$ cat src/rtl/fcd_map.svh
`ifndef FCD_MAP_SVH
`define FCD_MAP_SVH
`define FCD_OFS_SUPPLY 8'h00
`define FCD_OFS_NUM_HI 8'h01
`define FCD_OFS_NUM_LO 8'h02
`define FCD_OFS_DIVSEL 8'h03
`define FCD_OFS_UNLOCK 8'h0c
`define FCD_RST_SUPPLY 16'h0861
`define FCD_RST_NUM_HI 16'h5599
`define FCD_RST_NUM_LO 16'hc28f
`define FCD_RST_DIVSEL 16'h1804
`define FCD_UNLOCK_KEY 8'h5b
`define FCD_NUM_HI_RSV 8'h99
`define FCD_BIT_FUSE 0
`define FCD_BIT_SUP_LO 1
`define FCD_BIT_SUP_HI 2
`define FCD_BIT_RSV3 3
`define FCD_BIT_CH0_SEL 4
`define FCD_BIT_AB_OFF 5
`define FCD_BIT_CD_OFF 6
`define FCD_BIT_RSV7 7
`define FCD_BIT_CH1_SEL 8
`define FCD_HALF_C1 5'h01
`define FCD_HALF_C2 5'h02
`define FCD_HALF_C3 5'h03
`define FCD_HALF_C4 5'h04
`define FCD_HALF_C5 5'h05
`define FCD_HALF_C6 5'h0a
`define FCD_HALF_C7 5'h14
`define FCD_AXI_CTRL 8'h00
`define FCD_AXI_WDATA 8'h04
`define FCD_AXI_STAT 8'h08
`define FCD_AXI_RDATA 8'h0c
`define FCD_CTRL_WR 8
`define FCD_CTRL_GO 9
`define FCD_RESP_OK 2'h0
`define FCD_RESP_ERR 2'h2
`endif

$ cat src/rtl/fcd_pkg.sv
`default_nettype none
package fcd_pkg;
    typedef struct packed {
        logic [2:0] code;
        logic [4:0] cnt;
        logic out;
    } fcd_div_st_t;
    typedef struct packed {
        logic [15:0] r0;
        logic [15:0] r1;
        logic [15:0] r2;
        logic [15:0] r3;
        logic [7:0] unlock;
        logic loaded;
        logic ack;
        logic [15:0] rdata;
        logic [3:0] pin_o;
        logic [3:0] pin_oe;
        logic ch1_tick;
    } fcd_dev_st_t;
    typedef enum logic [1:0] {
        FCD_H_IDLE,
        FCD_H_FETCH,
        FCD_H_XFER
    } fcd_hstate_t;
    typedef struct packed {
        fcd_hstate_t st;
        logic [9:0] ctrl;
        logic [15:0] wdata;
        logic [15:0] rdata;
        logic busy;
        logic done;
        logic refused;
        logic [1:0] sup;
        logic sup_v;
        logic req;
        logic we;
        logic [7:0] addr;
        logic [15:0] data;
        logic aw_have;
        logic [7:0] aw_addr;
        logic w_have;
        logic [31:0] w_data;
        logic [3:0] w_strb;
        logic bvalid;
        logic [1:0] bresp;
        logic rvalid;
        logic [31:0] rdat;
        logic [1:0] rresp;
    } fcd_host_st_t;
endpackage
`default_nettype wire

$ cat src/rtl/fcd_if.sv
`default_nettype none
interface fcd_if;
    logic req;
    logic we;
    logic [7:0] addr;
    logic [15:0] wdata;
    logic ack;
    logic [15:0] rdata;
    modport dev (input req, input we, input addr, input wdata, output ack, output rdata);
    modport host (output req, output we, output addr, output wdata, input ack, input rdata);
endinterface
`default_nettype wire

$ cat src/rtl/fcd_chan_div.sv
`include "fcd_map.svh"
`default_nettype none
module fcd_chan_div
    import fcd_pkg::*;
(
    input wire logic aclk,
    input wire logic aresetn,
    input wire logic [2:0] code,
    input wire logic tick,
    output logic clk_out
);
    fcd_div_st_t s_r;
    fcd_div_st_t s_nxt;
    logic [4:0] half;

    always_comb begin
        case (s_r.code)
            3'h1: half = `FCD_HALF_C1;
            3'h2: half = `FCD_HALF_C2;
            3'h3: half = `FCD_HALF_C3;
            3'h4: half = `FCD_HALF_C4;
            3'h5: half = `FCD_HALF_C5;
            3'h6: half = `FCD_HALF_C6;
            3'h7: half = `FCD_HALF_C7;
            default: half = `FCD_HALF_C1;
        endcase
    end

    always_comb begin
        s_nxt = s_r;
        if (!aresetn) begin
            s_nxt = '0;
        end else if (s_r.code == 3'h0) begin
            s_nxt.out = 1'b0;
            s_nxt.cnt = 5'h00;
            s_nxt.code = code;
        end else if (tick) begin
            s_nxt.cnt = s_r.cnt + 5'h01;
            if (s_nxt.cnt == half) begin
                s_nxt.cnt = 5'h00;
                s_nxt.out = ~s_r.out;
                if (s_r.out) begin
                    s_nxt.code = code;
                end
            end
        end
    end

    always_ff @(posedge aclk) begin
        s_r <= s_nxt;
    end

    assign clk_out = s_r.out;
endmodule // fcd_chan_div
`default_nettype wire

$ cat src/rtl/fcd_device.sv
`include "fcd_map.svh"
`default_nettype none
module fcd_device
    import fcd_pkg::*;
(
    input wire logic aclk,
    input wire logic aresetn,
    fcd_if.dev bus,
    input wire logic [15:0] fuse_supply,
    input wire logic [15:0] fuse_num_hi,
    input wire logic [15:0] fuse_num_lo,
    input wire logic [15:0] fuse_divsel,
    input wire logic frac_div0_tick,
    input wire logic frac_div1_tick,
    input wire logic chan1_clk,
    input wire logic outputs_ab_enable,
    input wire logic outputs_cd_enable,
    output logic [1:0] core_supply_level,
    output logic fuse_programmed_flag,
    output logic [23:0] frac_div0_numerator,
    output logic [6:0] frac_div1_integer_ratio,
    output logic chan1_source_tick,
    output logic chan0_clk,
    output logic output_first_o,
    output logic output_first_oe,
    output logic output_second_o,
    output logic output_second_oe,
    output logic output_third_o,
    output logic output_third_oe,
    output logic output_fourth_o,
    output logic output_fourth_oe
);
    fcd_dev_st_t s_r;
    fcd_dev_st_t s_nxt;
    logic unlocked;
    logic ch0_tick;
    logic div_out;
    logic [15:0] rd_val;

    // Locked fields take writes only while the unlock byte holds the key.
    assign unlocked = (s_r.unlock == `FCD_UNLOCK_KEY);

    // Channel divider 0 counts ticks of the fractional divider that bit 4 selects.
    always_comb begin
        if (s_r.r3[`FCD_BIT_CH0_SEL]) begin
            ch0_tick = frac_div1_tick;
        end else begin
            ch0_tick = frac_div0_tick;
        end
    end

    // The divider flop drives channel 0 and the first output pair.
    fcd_chan_div u_ch0 (
        .aclk(aclk),
        .aresetn(aresetn),
        .code(s_r.r3[2:0]),
        .tick(ch0_tick),
        .clk_out(div_out)
    );

    // Each mapped offset returns its whole register word.
    always_comb begin
        case (bus.addr)
            `FCD_OFS_SUPPLY: begin
                rd_val = s_r.r0;
            end
            `FCD_OFS_NUM_HI: begin
                rd_val = s_r.r1;
            end
            `FCD_OFS_NUM_LO: begin
                rd_val = s_r.r2;
            end
            `FCD_OFS_DIVSEL: begin
                rd_val = s_r.r3;
            end
            `FCD_OFS_UNLOCK: begin
                rd_val = {8'h00, s_r.unlock};
            end
            default: begin
                rd_val = 16'h0000;
            end
        endcase
    end

    always_comb begin
        s_nxt = s_r;
        // The answer pulse lasts one cycle.
        s_nxt.ack = 1'b0;
        if (!aresetn) begin
            // Reset values stand until the fuse page is loaded.
            s_nxt = '0;
            s_nxt.r0 = `FCD_RST_SUPPLY;
            s_nxt.r1 = `FCD_RST_NUM_HI;
            s_nxt.r2 = `FCD_RST_NUM_LO;
            s_nxt.r3 = `FCD_RST_DIVSEL;
        end else if (!s_r.loaded) begin
            // One edge after reset the fuse page takes over.
            s_nxt.r0 = fuse_supply;
            s_nxt.r1 = fuse_num_hi;
            s_nxt.r2 = fuse_num_lo;
            s_nxt.r3 = fuse_divsel;
            s_nxt.loaded = 1'b1;
        end else if (bus.req && !s_r.ack) begin
            s_nxt.ack = 1'b1;
            // A write answers with the old contents.
            s_nxt.rdata = rd_val;
            if (bus.we) begin
                case (bus.addr)
                    `FCD_OFS_SUPPLY: begin
                        s_nxt.r0[15:1] = bus.wdata[15:1];
                        // Bit 0 is locked; the other bits follow the host.
                        if (unlocked) begin
                            s_nxt.r0[`FCD_BIT_FUSE] = bus.wdata[`FCD_BIT_FUSE];
                        end
                    end
                    `FCD_OFS_NUM_HI: begin
                        s_nxt.r1 = bus.wdata;
                    end
                    `FCD_OFS_NUM_LO: begin
                        s_nxt.r2 = bus.wdata;
                    end
                    `FCD_OFS_DIVSEL: begin
                        s_nxt.r3 = bus.wdata;
                    end
                    `FCD_OFS_UNLOCK: begin
                        s_nxt.unlock = bus.wdata[7:0];
                    end
                    default: begin
                        s_nxt.unlock = s_r.unlock;
                    end
                endcase
            end
        end

        // Channel divider 1 takes the tick that bit 8 selects, one cycle late.
        s_nxt.ch1_tick = s_r.r3[`FCD_BIT_CH1_SEL] ? frac_div1_tick : frac_div0_tick;

        // A disabled pair drives low, or floats when its off-state bit is set.
        if (outputs_ab_enable) begin
            s_nxt.pin_o[1:0] = {2{div_out}};
            s_nxt.pin_oe[1:0] = 2'h3;
        end else begin
            s_nxt.pin_o[1:0] = 2'h0;
            s_nxt.pin_oe[1:0] = {2{~s_r.r3[`FCD_BIT_AB_OFF]}};
        end

        if (outputs_cd_enable) begin
            s_nxt.pin_o[3:2] = {2{chan1_clk}};
            s_nxt.pin_oe[3:2] = 2'h3;
        end else begin
            s_nxt.pin_o[3:2] = 2'h0;
            s_nxt.pin_oe[3:2] = {2{~s_r.r3[`FCD_BIT_CD_OFF]}};
        end

        // Pins stay released while reset is held.
        if (!aresetn) begin
            s_nxt.pin_o = 4'h0;
            s_nxt.pin_oe = 4'h0;
            s_nxt.ch1_tick = 1'b0;
        end
    end

    always_ff @(posedge aclk) begin
        s_r <= s_nxt;
    end

    // Every output comes straight from a state flop.
    assign bus.ack = s_r.ack;
    assign bus.rdata = s_r.rdata;

    // Register fields used by the clock path.
    assign core_supply_level = s_r.r0[`FCD_BIT_SUP_HI:`FCD_BIT_SUP_LO];
    assign fuse_programmed_flag = s_r.r0[`FCD_BIT_FUSE];
    assign frac_div0_numerator = {s_r.r1[15:8], s_r.r2};
    assign frac_div1_integer_ratio = s_r.r3[15:9];

    assign chan1_source_tick = s_r.ch1_tick;
    assign chan0_clk = div_out;

    // Pin drive and enable, one flop each.
    assign output_first_o = s_r.pin_o[0];
    assign output_first_oe = s_r.pin_oe[0];
    assign output_second_o = s_r.pin_o[1];
    assign output_second_oe = s_r.pin_oe[1];
    assign output_third_o = s_r.pin_o[2];
    assign output_third_oe = s_r.pin_oe[2];
    assign output_fourth_o = s_r.pin_o[3];
    assign output_fourth_oe = s_r.pin_oe[3];
endmodule // fcd_device
`default_nettype wire

$ cat src/flat_wrapper.sv
// flat-port wrapper written by rule: the top's interface ports become plain ports
module fcd_device_flat import fcd_pkg::*;
  (aclk, aresetn, fuse_supply, fuse_num_hi, fuse_num_lo, fuse_divsel, frac_div0_tick, frac_div1_tick, chan1_clk, outputs_ab_enable, outputs_cd_enable, core_supply_level, fuse_programmed_flag, frac_div0_numerator, frac_div1_integer_ratio, chan1_source_tick, chan0_clk, output_first_o, output_first_oe, output_second_o, output_second_oe, output_third_o, output_third_oe, output_fourth_o, output_fourth_oe, bus_req, bus_we, bus_addr, bus_wdata, bus_ack, bus_rdata);
  fcd_if bus_i ();
  input wire logic aclk;
  input wire logic aresetn;
  input wire logic [15:0] fuse_supply;
  input wire logic [15:0] fuse_num_hi;
  input wire logic [15:0] fuse_num_lo;
  input wire logic [15:0] fuse_divsel;
  input wire logic frac_div0_tick;
  input wire logic frac_div1_tick;
  input wire logic chan1_clk;
  input wire logic outputs_ab_enable;
  input wire logic outputs_cd_enable;
  output logic [1:0] core_supply_level;
  output logic fuse_programmed_flag;
  output logic [23:0] frac_div0_numerator;
  output logic [6:0] frac_div1_integer_ratio;
  output logic chan1_source_tick;
  output logic chan0_clk;
  output logic output_first_o;
  output logic output_first_oe;
  output logic output_second_o;
  output logic output_second_oe;
  output logic output_third_o;
  output logic output_third_oe;
  output logic output_fourth_o;
  output logic output_fourth_oe;
  input wire logic [$bits(bus_i.req)-1:0] bus_req;
  input wire logic [$bits(bus_i.we)-1:0] bus_we;
  input wire logic [$bits(bus_i.addr)-1:0] bus_addr;
  input wire logic [$bits(bus_i.wdata)-1:0] bus_wdata;
  output wire logic [$bits(bus_i.ack)-1:0] bus_ack;
  output wire logic [$bits(bus_i.rdata)-1:0] bus_rdata;
  assign bus_i.req = bus_req;
  assign bus_i.we = bus_we;
  assign bus_i.addr = bus_addr;
  assign bus_i.wdata = bus_wdata;
  assign bus_ack = bus_i.ack;
  assign bus_rdata = bus_i.rdata;
  fcd_device u_core (.aclk(aclk), .aresetn(aresetn), .bus(bus_i), .fuse_supply(fuse_supply), .fuse_num_hi(fuse_num_hi), .fuse_num_lo(fuse_num_lo), .fuse_divsel(fuse_divsel), .frac_div0_tick(frac_div0_tick), .frac_div1_tick(frac_div1_tick), .chan1_clk(chan1_clk), .outputs_ab_enable(outputs_ab_enable), .outputs_cd_enable(outputs_cd_enable), .core_supply_level(core_supply_level), .fuse_programmed_flag(fuse_programmed_flag), .frac_div0_numerator(frac_div0_numerator), .frac_div1_integer_ratio(frac_div1_integer_ratio), .chan1_source_tick(chan1_source_tick), .chan0_clk(chan0_clk), .output_first_o(output_first_o), .output_first_oe(output_first_oe), .output_second_o(output_second_o), .output_second_oe(output_second_oe), .output_third_o(output_third_o), .output_third_oe(output_third_oe), .output_fourth_o(output_fourth_o), .output_fourth_oe(output_fourth_oe));
endmodule
$ cat config.mk
export PLATFORM = sky130hd
export DESIGN_NAME = fcd_device_flat
export DESIGN_NICKNAME = d
export VERILOG_FILES = /design/src/rtl/fcd_pkg.sv /design/src/rtl/fcd_if.sv /design/src/rtl/fcd_chan_div.sv /design/src/rtl/fcd_device.sv /design/src/flat_wrapper.sv
export VERILOG_INCLUDE_DIRS = /design/src /design/src/rtl
export SDC_FILE = /design/constraint.sdc
export NUM_CORES = 1
export LEC_CHECK = 0
export BUFFER_PORTS_ARGS = -buffer_cell sky130_fd_sc_hd__buf_2
export CORE_ASPECT_RATIO = 1.5
export CORE_MARGIN = 3
export CORE_UTILIZATION = 35
export CTS_CLUSTER_DIAMETER = 200
export DETAILED_ROUTE_END_ITERATION = 8
export PLACE_DENSITY = 0.66
export REMOVE_ABC_BUFFERS = 1
export SETUP_SLACK_MARGIN = 0.3
export SLEW_MARGIN = 20
export SYNTH_ARGS = -nofsm -noshare
export SYNTH_HDL_FRONTEND = slang
export SYNTH_HIERARCHICAL = 1
export SYNTH_SLANG_ARGS = --single-unit
$ cat constraint.sdc
create_clock -name aclk -period 1.81 [get_ports aclk]
set_input_delay 0.0905 -clock aclk [delete_from_list [all_inputs] [get_ports aclk]]
set_output_delay 0.0905 -clock aclk [all_outputs]
set_load 0.02 [all_outputs]
; ---- Yosys cells after proc, flatten, opt, wreduce, memory -nomap -nowiden
; Cells that the tools add are included.
[word_totals]
regBits = 106
input_bits = 97
out_inout_bits = 61
word_cells = 82
[classes]
add_sub_neg = 1
n_eq_ne = 19
n_mux = 22
bitwise_logic = 4
reduce_logical = 20
[ops]
columns = cell, count
row1 = $mux 72, 2
row2 = $pmux 16 s5, 1
row3 = $mux 16, 4
row4 = $mux 64, 1
row5 = $mux 17, 2
row6 = $pmux 5 s6, 1
row7 = $mux 9, 3
row8 = $mux 18, 1
row9 = $eq 8x2->1 const B, 2
row10 = $reduce_and 3->1, 5
row11 = $ne 2x2->1 const B, 7
row12 = $eq 3x3->1 const B, 4
row13 = $reduce_and 2->1, 5
row14 = $eq 8x1->1 const B, 1
row15 = $eq 8x4->1 const B, 1
row16 = $eq 8x7->1 const B, 1
row17 = $logic_not 8->1, 1
row18 = $mux 8, 1
row19 = $reduce_and 4->1, 2
row20 = $eq 3x2->1 const B, 2
row21 = $reduce_bool 2->1, 3
row22 = $add 5x1->5 const B, 1
row23 = $eq 5x5->1, 1
row24 = $mux 2, 2
row25 = other kinds (7), 12

; ---- Longest topological paths before layout
; Gate-level depths: netlist of the first run.
[depth]
ltp_word = 6
depth_mapped = 8
depth_no_buf = 7

; ---- Modules after synthesis
; Netlist of the first run, hierarchy kept.
[modules_own_cells]
columns = module, n_inst, cells_each, area_each_um2, seq_area_each_um2
row1 = fcd_device, 1, 516, 4976.0, 1901.8
row2 = fcd_chan_div, 1, 74, 606.8, 180.2

; ---- Worst setup path after synthesis of the first run
; Ideal clock, no wire load.
[synth_path]
kind = reg-to-reg
from = register u_core/u_ch0/s_r[1] (netlist bit)
to = register u_core/u_ch0/s_r[6] (netlist bit)
setup_ns = 0.118
arrival_time_ns = 1.775
required_time_ns = 1.692
slack_ns = -0.082
path_stages_with_launch = 9
n_path_buf = 1
synth_period_minus_slack_ns = 1.892
cell_sequence = dfxtp_1 ha_1 xor2_1 or3_1 mux2i_1 o211ai_2 buf_6 nor2_1 o2bb2ai_1
[synth_between]
elab_chain_cells = 4
[synth_lines]
columns = element, line
row1 = "start, declared", fcd_chan_div.sv:12  ; fcd_div_st_t s_r;
row2 = "start signal, assigned", fcd_chan_div.sv:50  ; s_r <= s_nxt;
row3 = $add 5x1->5, fcd_chan_div.sv:38  ; s_nxt.cnt = s_r.cnt + 5'h01;
row4 = $eq 5x5->1, fcd_chan_div.sv:39  ; if (s_nxt.cnt == half) begin
row5 = $reduce_bool 2->1 (no source line), --
row6 = $reduce_and 3->1 (no source line), --
; No other way between the ends.
; A chain may end at the register's enable or synchronous reset.

; ---- Worst setup path in the final report of the first run
[layout_path]
from = register u_core/u_ch0/s_r[1] (netlist bit)
to = register u_core/u_ch0/s_r[7] (netlist bit)
; The elaborated chain is that of the path after synthesis.

==> impl_metrics.yaml, run 1 <==
cts:
  clk_path_buf_depth: 2
  cts_tree: "built"
  root_buffer: "clkbuf_16"
  clock_latency_ns: 0.35
  cts_made_buffers: 9
  cts_sinks: 104
  cts_max_level: 3
  cts.clk_slew.worst_paths_ns: 0.07
logic_synthesis:
  synthArstFlopShare: 0
  syn_avg_cell_area_um2: 9.46
  synth_top_cells_by_area: "dfxtp_1 (37%), mux2i_1 (9.9%), buf_4 (7.4%)"
  yosysTopAreaCell: "dfxtp_1"
  synth_xor_area_frac: 0.0108
  syn_area_mm2: 0.00558
  synth_compound_area_frac: 0.167
  yosysTopAreaCellShare: 0.373
  seq_area_frac_synth: 0.373
  syn_inst: 590
  ys_ff_latch: 104
  synth_top_family_by_area: "simple AND/OR/NAND/NOR gates"
  synth_flop_cell: "dfxtp_1"
  yosysUniqueCellTypes: 52
  synthAdderAreaFrac: 0.00224
  synth_simple_gate_area_frac: 0.169
  synth_edf_count: 0
  yosysWarnings: 6
  synth.mux.area_fraction: 0.165
floorplan:
  rows: 55
  die_h_um: 161
  chipWidth_um: 109
  core_area_mm2: 0.0153
  num_io_pins: 158
  initial_core_util: 0.364
  die_area_mm2: 0.0175
layout:
  final_common_cell: "buf_2"
  layout-drive-gt1-share: 0.415
  antenna_cells: 0
  fin_area_mm2: 0.00733
  fin_util: 0.477
  mostFrequentLayoutCells: "buf_2 (156), dfxtp_1 (100), mux2i_1 (51), o21ai_0 (50), a21oi_1 (46)"
  synthToLayoutAreaGrowth_pct: 31.2
  fillers: 1481
  multi_input_area_mm2: 0.00316
  final_nets: 827
  regArea_mm2: 0.00209
power_and_ir_drop:
  p_leak_uw: 0.00341
  irDropWorstVdd_mv: 0.373
  power_density_mw_per_mm2: 721
global_routing:
  grt_pass1_vias: 4866
  grt_pass1_wl_um: 26500
  grtUsageTotal: 0.192
  overflow: 0
  grt_max_degree: 50
  antenna_found_initial: 0
timing:
  worstMarginPinSlew_ns: 0.631
  finClkSkew_ns: 0.00714
  hold_slack_ns: 0.00847
  slew_viol_final: 0
  fmax_ghz: 0.576
  fin_crit_sh: 0.960
  fin_ws_ns: 0.0732
  setup_viol: 0
  slew_headroom: 0.578
  period_minus_slack_ns: 1.74
  rsz0062_at_grt: "yes"
  finalHoldViolations: 0
worst_setup_path:
  critPathMaxStageDelay_ns: 0.38
  rrSetupSlack_ns: 0.07
  crit_start: "u_core/u_ch0/s_r[1]"
  timing.rr.end: "u_core/u_ch0/s_r[7]"
  critPathLaunchType: "register"
  cp.required_ns: 2.04
  path_buf_inv: 0
  path_cells: "ha_4, xor2_2, or3_4, mux2i_4, o211ai_4, nor2_2, o2bb2ai_1"
  cp_slowest_cell: "or3_4"
  cp_top_family: "simple AND/OR/NAND/NOR gates"
  worst_ep_arrival_time_ns: 1.97
  worstPathMaxFanout: 6
  rr_worst_depth: 7
  critical_path_class: "register to register"
  critPathCaptureType: "register"
  crit-reg2reg-launch: "u_core/u_ch0/s_r[1]"
min_path:
  holdCritPathClass: "input port to register"
  holdPathEnd: "u_core/frac_div0_numerator[22]"
  whs_path_depth: 3
  min_from: "fuse_num_hi[14]"
placement:
  numPortBuffers: 157
  globalplace.congestion: 0.788
  placed_area_mm2: 0.00640
  pre_cts_slack_ns: -0.140
  dp.final_hpwl_um: 12000
drt:
  drt_first_pass_iters: 5
  drc_errors: 0
  wl_per_cell_um: 18.4
  via_count: 5004
  drtAntennaViolNets: 0
  vias_per_cell: 5.37
  routed_wl_um: 17100
  first_iter_violations: 274
job:
  drv_cap: 0
run_status:
  status: "completed"
-- worst max path at each step --
stage | slack [ns] | cells past startpoint | endpoint
after CTS | 0.07 | 7 | u_core/u_ch0/s_r[7]
after detailed placement | -0.14 | 7 | u_core/u_ch0/s_r[7]
after global placement | -0.1 | 7 | u_core/u_ch0/s_r[7]
after global routing | 0.01 | 7 | u_core/u_ch0/s_r[3]
final | 0.07 | 7 | u_core/u_ch0/s_r[7]
after floorplan | -1.94 | 4 | u_core/bus.rdata[14]
-- cells in the mapped netlist (2+ instances only) --
cell type and number:
xnor2_1 2, a21oi_1 46, o21ai_0 54, and4b_1 15
nor2b_1 18, dfxtp_1 104, nand3_1 10, nor4_4 2
a31oi_1 5, buf_1 2, buf_4 55, a221oi_1 19
xor2_1 3, mux4_2 16, clkbuf_1 31, nor3b_1 7
o2bb2ai_1 3, buf_2 10, a21boi_0 2, nand3b_1 6
nand2_1 9, nor2_1 39, nor4bb_1 2, a41oi_1 2
o22ai_1 4, nor3_1 2, a22oi_1 8, inv_1 9
nand4_1 2, nand4b_1 3, and3_1 10, nand4_2 3
nand2b_1 5, mux2i_1 55, and2_1 5, a211oi_1 6
-- report_power, final --
group	total (uW)	internal, uW	switching [uW]	leakage, uW
logic	984	447	537	0.00242
clock network	1770	927	848	0.000123
registers	2520	2420	105	0.000860
-- through the flow --
step | instances | total power [uW] | setup TNS (ns)
2_1_floorplan | 491 | 3020 | -99.67
3_3_place_gp | 888 | 3450 | -0.347
3_5_place_dp | 888 | 3460 | -0.603
4_1_cts | 926 | 5290 | 0
5_1_grt | 932 | 5510 | 0
6_report | 932 | 5280 | 0
-- cell families (layout without fill, tap and decap cells) --
group           Yosys count  after routing
buf+inv                 108            250
compound gates          154            155
mux                      72             72
xor+xnor                  6              6
simple gates            145            145
fa+ha+maj                 1              1
flops                   104            104
-- layer usage --
layer	global-route usage	routed length (um)	up-vias
li1	-	-	2408
met3	0.0366	893	21
met1	0.242	7160	2426
met4	0.0534	244	0
met5	0	0	-
met2	0.328	8810	149
-- tightest hold or removal path: stages --
cell and delay [ns]:
buf_2 0.10, nand2_1 0.05, nand4_1 0.08
-- state kept, by name, indices dropped and copies added, names as in the netlist --
| signal | flops |
|---|---|
| u_core/s_r | 39 |
| u_core/frac_div0_numerator | 24 |
| u_core/bus.rdata | 16 |
| u_core/u_ch0/s_r | 8 |
| u_core/frac_div1_integer_ratio | 7 |
| u_core/core_supply_level | 2 |
| u_core/bus.ack | 1 |
| u_core/chan1_source_tick | 1 |
| u_core/fuse_programmed_flag | 1 |
| u_core/output_first_o | 1 |
| u_core/output_second_oe | 1 |
| u_core/output_third_o | 1 |
| u_core/output_third_oe | 1 |
| u_core/u_ch0/clk_out | 1 |
-- layout make-up --
type | count | area share
Multi-Input combinational cell | 379 | 0.432
Sequential cell | 104 | 0.286
Timing Repair Buffer | 226 | 0.209
Tap cell | 199 | 0.0340
Clock buffer | 12 | 0.0323
Inverter | 9 | 0.00512
Clock inverter | 3 | 0.00256
-- what timing repair did --
item	CTS	global route
setup buffers	17	6
hold endpoints to repair	3	0
pin swaps	31	36
setup endpoints to repair	52	76
resized for setup	48	29
hold buffers	4	0
gates cloned	2	0
No activity file was read; power rests on OpenSTA's default activity.
==> run 2: changes to the inputs <==
--- a/config.mk
+++ b/config.mk
@@ -9,14 +9,13 @@
 export BUFFER_PORTS_ARGS = -buffer_cell sky130_fd_sc_hd__buf_2
 export CORE_ASPECT_RATIO = 1.5
 export CORE_MARGIN = 3
-export CORE_UTILIZATION = 35
+export CORE_UTILIZATION = 25
 export CTS_CLUSTER_DIAMETER = 200
 export DETAILED_ROUTE_END_ITERATION = 8
-export PLACE_DENSITY = 0.66
+export PLACE_DENSITY = 0.52
 export REMOVE_ABC_BUFFERS = 1
 export SETUP_SLACK_MARGIN = 0.3
 export SLEW_MARGIN = 20
 export SYNTH_ARGS = -nofsm -noshare
 export SYNTH_HDL_FRONTEND = slang
-export SYNTH_HIERARCHICAL = 1
 export SYNTH_SLANG_ARGS = --single-unit
==> impl_metrics.yaml, run 2 <==
drt:
  via_count: 5513
  first_iter_violations: 285
  wl_per_cell_um: 19.3
  vias_per_cell: 4.99
  drtAntennaViolNets: 0
  drc_errors: 0
  drt_first_pass_iters: 4
  routed_wl_um: 21400
logic_synthesis:
  seq_area_frac_synth: 0.366
  syn_inst: 656
  synth_top_cells_by_area: "dfxtp_1 (37%), nand2_1 (7.6%), buf_4 (7.3%)"
  synth_edf_count: 0
  syn_avg_cell_area_um2: 8.68
  synth_flop_cell: "dfxtp_1"
  synth_commonest_cells: "nand2_1 (116), dfxtp_1 (104), buf_4 (55)"
  yosysWarnings: 0
  yosysTopAreaCellShare: 0.366
  yosysTopAreaCell: "dfxtp_1"
  syn_area_mm2: 0.00569
  yosysUniqueCellTypes: 54
  post-synth-top-count-cell: "nand2_1"
  synthArstFlopShare: 0
  ys_ff_latch: 104
placement:
  numPortBuffers: 157
  dp.final_hpwl_um: 14900
  placed_area_mm2: 0.00666
  globalplace.congestion: 0.811
layout:
  fin_area_mm2: 0.00836
  layout-drive-gt1-share: 0.475
  antenna_cells: 0
  fillers: 2292
  multi_input_area_mm2: 0.00348
  final_nets: 923
  mostFrequentLayoutCells: "buf_2 (155), dfxtp_1 (97), nand2_1 (83), dlygate4sd3_1 (34), nor2_1 (32)"
  largest_reg_flops: 39
  regArea_mm2: 0.00210
  regMostFlops: "u_core.s_r"
  final_common_cell: "buf_2"
  synthToLayoutAreaGrowth_pct: 46.8
worst_setup_path:
  worst_ep_arrival_time_ns: 2.04
  cp.required_ns: 2.09
  critPathMaxStageDelay_ns: 0.37
  critPathLaunchType: "register"
  critPathCaptureType: "register"
  crit_start: "u_core.u_ch0.s_r[1]"
  path_cells: "ha_4, nand3_4, xor2_2, mux2_4, a211oi_2, buf_4, o211ai_1, o21ai_1"
  path_buf_inv: 1
  worstPathMaxFanout: 6
  critical_path_class: "register to register"
  cp_top_family: "flip-flops"
  cp_slowest_cell: "dfxtp_4"
  crit-reg2reg-launch: "u_core.u_ch0.s_r[1]"
timing:
  finalHoldViolations: 0
  fin_crit_sh: 0.968
  slew_viol_final: 0
  setup_viol: 0
  slew_headroom: 0.675
  worstMarginPinSlew_ns: 0.487
  tns_ns: 0
  period_minus_slack_ns: 1.75
  finClkSkew_ns: 0.00904
  rsz0062_at_grt: "yes"
  fmax_ghz: 0.571
global_routing:
  overflow: 0
  grt_pass1_wl_um: 31300
  grt_pass1_vias: 5470
  grt_max_degree: 46
  grtUsageTotal: 0.166
  antenna_found_initial: 0
floorplan:
  initial_core_util: 0.254
  die_h_um: 191
  num_io_pins: 158
  rows: 67
  die_area_mm2: 0.0247
  chipWidth_um: 129
  core_area_mm2: 0.0224
cts:
  cts.clk_slew.worst_paths_ns: 0.07
  root_buffer: "clkbuf_16"
  cts_tree: "built"
  cts_max_level: 3
  clock_latency_ns: 0.35
  cts_sinks: 104
  clk_path_buf_depth: 2
  cts_made_buffers: 9
power_and_ir_drop:
  power_density_mw_per_mm2: 677
  irDropWorstVdd_mv: 0.423
  p_leak_uw: 0.00369
job:
  drv_cap: 0
min_path:
  holdCritPathClass: "input port to register"
  min_from: "bus_wdata[5]"
run_status:
  status: "completed"
[run 2: changes by cell type after synthesis, sizes merged, moves of 10 or more]
cell	delta
nand2	+115
mux2i	-50
o21ai	-42
a21oi	-41
o211ai	+30
o211a	+28
a31o	+19
nand3	+18
and4b	-15
o221ai	+13
a221oi	-11
and2	+10
inv	+10
[run 2: path summary, 6_finish.rpt]
check | depth (start not counted) | to | slack [ns]
worst min register to register | 2 | u_core.s_r[34] | 0.48
worst max register to register | 8 | u_core.u_ch0.s_r[6] | 0.06
worst max-delay path | 8 | u_core.u_ch0.s_r[6] | 0.06
worst min-delay path | 3 | u_core.s_r[32] | 0.01
[run 2: worst register-to-register path, cell delays in order (launching register included)]
cell	delay (ns)
dfxtp_4	0.37
ha_4	0.18
nand3_4	0.08
xor2_2	0.18
mux2_4	0.33
a211oi_2	0.19
buf_4	0.17
o211ai_1	0.09
o21ai_1	0.08
[run 2: kinds of logic (layout without fill, tap and decap cells)]
group / count (synthesis) / count (layout) / share of synthesized area
buf+inv: 126 / 299 / 0.127
mux: 15 / 15 / 0.0444
xor+xnor: 8 / 8 / 0.0123
flops: 104 / 104 / 0.366
compound gates: 159 / 159 / 0.238
fa+ha+maj: 1 / 1 / 0.00220
simple gates: 243 / 243 / 0.210
[run 2: repair_timing]
item / 4_1_cts / 5_1_grt
setup buffers: 5 / 7
hold buffers: 34 / 0
resized for setup: 74 / 132
endpoints found under the hold margin: 33 / 0
setup endpoints to repair: 96 / 95
pin swaps: 37 / 87
cloned: 3 / 5
[run 2: through the flow]
| stage | worst slack [ns] | hold slack (ns) | total power (uW) | util | cells |
|---|---|---|---|---|---|
| after global routing | -0.0697 | 0.0156 | 5910 | 0.373 | 1105 |
| final | 0.0579 | 0.0149 | 5660 | 0.373 | 1105 |
| after CTS | 0.0638 | 0.0216 | 5630 | 0.341 | 1093 |
| after global placement | -0.186 | 0.314 | 3490 | 0.298 | 1036 |
| after floorplan | -2.28 | 0.118 | 3040 | - | 549 |
| after detailed placement | -0.202 | 0.318 | 3490 | 0.298 | 1036 |
[run 2: layout make-up]
class                           count  area share
Inverter                           19     0.00853
Multi-Input combinational cell    426       0.416
Tap cell                          276      0.0413
Timing Repair Buffer              265       0.248
Clock inverter                      4     0.00629
Clock buffer                       11      0.0290
Sequential cell                   104       0.251
[run 2: metal layers]
| layer | up-vias | GRT usage | routed length [um] |
|---|---|---|---|
| met4 | 0 | 0.0598 | 714 |
| met3 | 43 | 0.0345 | 1070 |
| met5 | - | 0 | 0 |
| met1 | 2674 | 0.190 | 8300 |
| li1 | 2639 | - | - |
| met2 | 157 | 0.301 | 11300 |
[run 2: power breakdown]
group	leakage (uW)	switching, uW	internal (uW)
combinational	0.00268	580	532
sequential	0.000860	111	2410
clock	0.000146	914	1110
==> run 3: changes to the inputs <==
--- a/config.mk
+++ b/config.mk
@@ -12,10 +12,11 @@
 export CORE_UTILIZATION = 25
 export CTS_CLUSTER_DIAMETER = 200
 export DETAILED_ROUTE_END_ITERATION = 8
-export PLACE_DENSITY = 0.52
+export PLACE_DENSITY = 0.5
 export REMOVE_ABC_BUFFERS = 1
 export SETUP_SLACK_MARGIN = 0.3
 export SLEW_MARGIN = 20
 export SYNTH_ARGS = -nofsm -noshare
 export SYNTH_HDL_FRONTEND = slang
+export SYNTH_HIERARCHICAL = 1
 export SYNTH_SLANG_ARGS = --single-unit
==> constraint.sdc (replaced) <==
create_clock -name aclk -period 1.85 [get_ports aclk]
set_input_delay 0.0925 -clock aclk [delete_from_list [all_inputs] [get_ports aclk]]
set_output_delay 0.0925 -clock aclk [all_outputs]
set_load 0.02 [all_outputs]
==> impl_metrics.yaml, run 3 (same netlist as run 1, synthesis figures left out) <==
min_path:
  min_from: "fuse_num_lo[10]"
  holdCritPathClass: "input port to register"
cts:
  clk_path_buf_depth: 2
  cts_tree: "built"
  cts_made_buffers: 9
  cts.clk_slew.worst_paths_ns: 0.08
  cts_sinks: 104
  cts_max_level: 3
  root_buffer: "clkbuf_16"
  clock_latency_ns: 0.35
placement:
  pre_cts_slack_ns: -0.134
  globalplace.congestion: 0.766
  numPortBuffers: 157
  dp.final_hpwl_um: 13200
layout:
  layout-drive-gt1-share: 0.417
  mostFrequentLayoutCells: "buf_2 (156), dfxtp_1 (98), mux2i_1 (53), o21ai_0 (50), buf_4 (47)"
  largest_reg_flops: 39
  final_nets: 829
  regMostFlops: "u_core/s_r"
  final_common_cell: "buf_2"
  antenna_cells: 0
  synthToLayoutAreaGrowth_pct: 33.1
power_and_ir_drop:
  p_seq_frac: 0.466
  power_density_mw_per_mm2: 712
  switching_power_uw: 1550
  switching_share: 0.293
  power_uw: 5290
  irDropWorstVdd_mv: 0.408
  p_clk_frac: 0.346
  intPower_uw: 3740
  power_frac_comb: 0.188
  p_leak_uw: 0.00342
worst_setup_path:
  cp.required_ns: 2.12
  crit-reg2reg-launch: "u_core/u_ch0/s_r[1]"
  critPathCaptureType: "register"
  critPathLaunchType: "register"
  critical_path_class: "register to register"
  crit_start: "u_core/u_ch0/s_r[1]"
  worstPathMaxFanout: 6
  worst_ep_arrival_time_ns: 2.06
drt:
  vias_per_cell: 4.94
  drtAntennaViolNets: 0
  drt_first_pass_iters: 4
  routed_wl_um: 18300
  drc_errors: 0
  first_iter_violations: 195
  via_count: 4980
  wl_per_cell_um: 18.1
global_routing:
  grt_max_degree: 55
  antenna_found_initial: 1
  overflow: 0
  grtUsageTotal: 0.147
  grt_pass1_vias: 4935
  grt_pass1_wl_um: 27900
job:
  drv_cap: 0
timing:
  slew_viol_final: 0
  slew_headroom: 0.599
  setup_viol: 0
  worstMarginPinSlew_ns: 0.597
  fin_ws_ns: 0.0668
  tns_ns: 0
  fin_crit_sh: 0.964
  fmax_ghz: 0.561
  period_minus_slack_ns: 1.78
  rsz0062_at_grt: "yes"
  finalHoldViolations: 0
  finClkSkew_ns: 0.0106
floorplan:
  rows: 66
  die_area_mm2: 0.0242
  core_area_mm2: 0.0218
  chipWidth_um: 128
  num_io_pins: 158
  initial_core_util: 0.256
  die_h_um: 189
run_status:
  status: "completed"
==> run 3: cell count changes in the layout (fill, tap and decap cells not counted), moves of 17 or more <==
cell,previous run,this run
a21oi_1,4,45
buf_4,30,47
dlygate4sd3_1,34,6
mux2i_1,5,53
nand2_1,83,7
nand2_4,21,0
o211a_1,28,0
o211ai_1,31,0
o21ai_0,8,50
==> run 3: critical path: stages, from the launching register on <==
cell and delay [ns]:
dfxtp_4 0.36, ha_4 0.16, xor2_1 0.14, or3_4 0.38, mux2i_4 0.21, o211ai_4 0.16
o22ai_1 0.19, o2bb2ai_2 0.11
==> run 3: through the flow <==
stage                util  area, um^2  std cells  hold slack, ns
floorplan               -        4980        491           0.120
finish              0.341        7430       1008         0.00318
global route        0.341        7430       1008          0.0183
detailed placement  0.297        6470        962           0.340
global placement    0.297        6470        962           0.332
CTS                 0.323        7050        993        0.000200
==> run 3: metal layers <==
layer  up-vias  part of all wire  GRT usage  wire length [um]
met2       150              0.51      0.256              9340
li1       2419                 -          -                 -
met3        19             0.050     0.0291               921
met5         -           0.00038          0                 7
met4         2             0.019     0.0404               350
met1      2390              0.42      0.182              7670
==> run 3: repair_timing <==
action | in CTS | in global routing
pin swaps | 10 | 39
setup endpoints to repair | 38 | 49
resized for setup | 26 | 53
endpoints found under the hold margin | 5 | 0
buffers inserted | 7 | 13
hold buffers | 6 | 0
gates cloned | 2 | 2
==> run 3: layout make-up <==
cell class | count | area [um^2]
flip-flops and latches | 104 | 2100
well taps | 272 | 340
inverters | 9 | 33.8
clock inverters | 6 | 45.0
repair buffers | 228 | 1500
multi-input cells | 379 | 3190
fillers | 2314 | 14400
clock buffers | 10 | 229
==> run 3: path summary, 6_finish.rpt <==
path | to | slack [ns] | cells past startpoint
max | u_core/u_ch0/s_r[7] | 0.07 | 7
min | u_core/frac_div0_numerator[10] | 0.003 | 3
max reg2reg | u_core/u_ch0/s_r[7] | 0.07 | 7
min reg2reg | u_core/output_third_oe | 0.49 | 1
==> run 3: power by group through the flow <==
| stage | clock network (uW) | registers [uW] | logic, uW |
|---|---|---|---|
| 2_1_floorplan | 0 | 2600 | 353 |
| 3_3_place_gp | 0 | 2510 | 887 |
| 3_5_place_dp | 0 | 2510 | 891 |
| 4_1_cts | 1870 | 2460 | 946 |
| 5_1_grt | 1940 | 2480 | 1090 |
| 6_report | 1830 | 2460 | 995 |
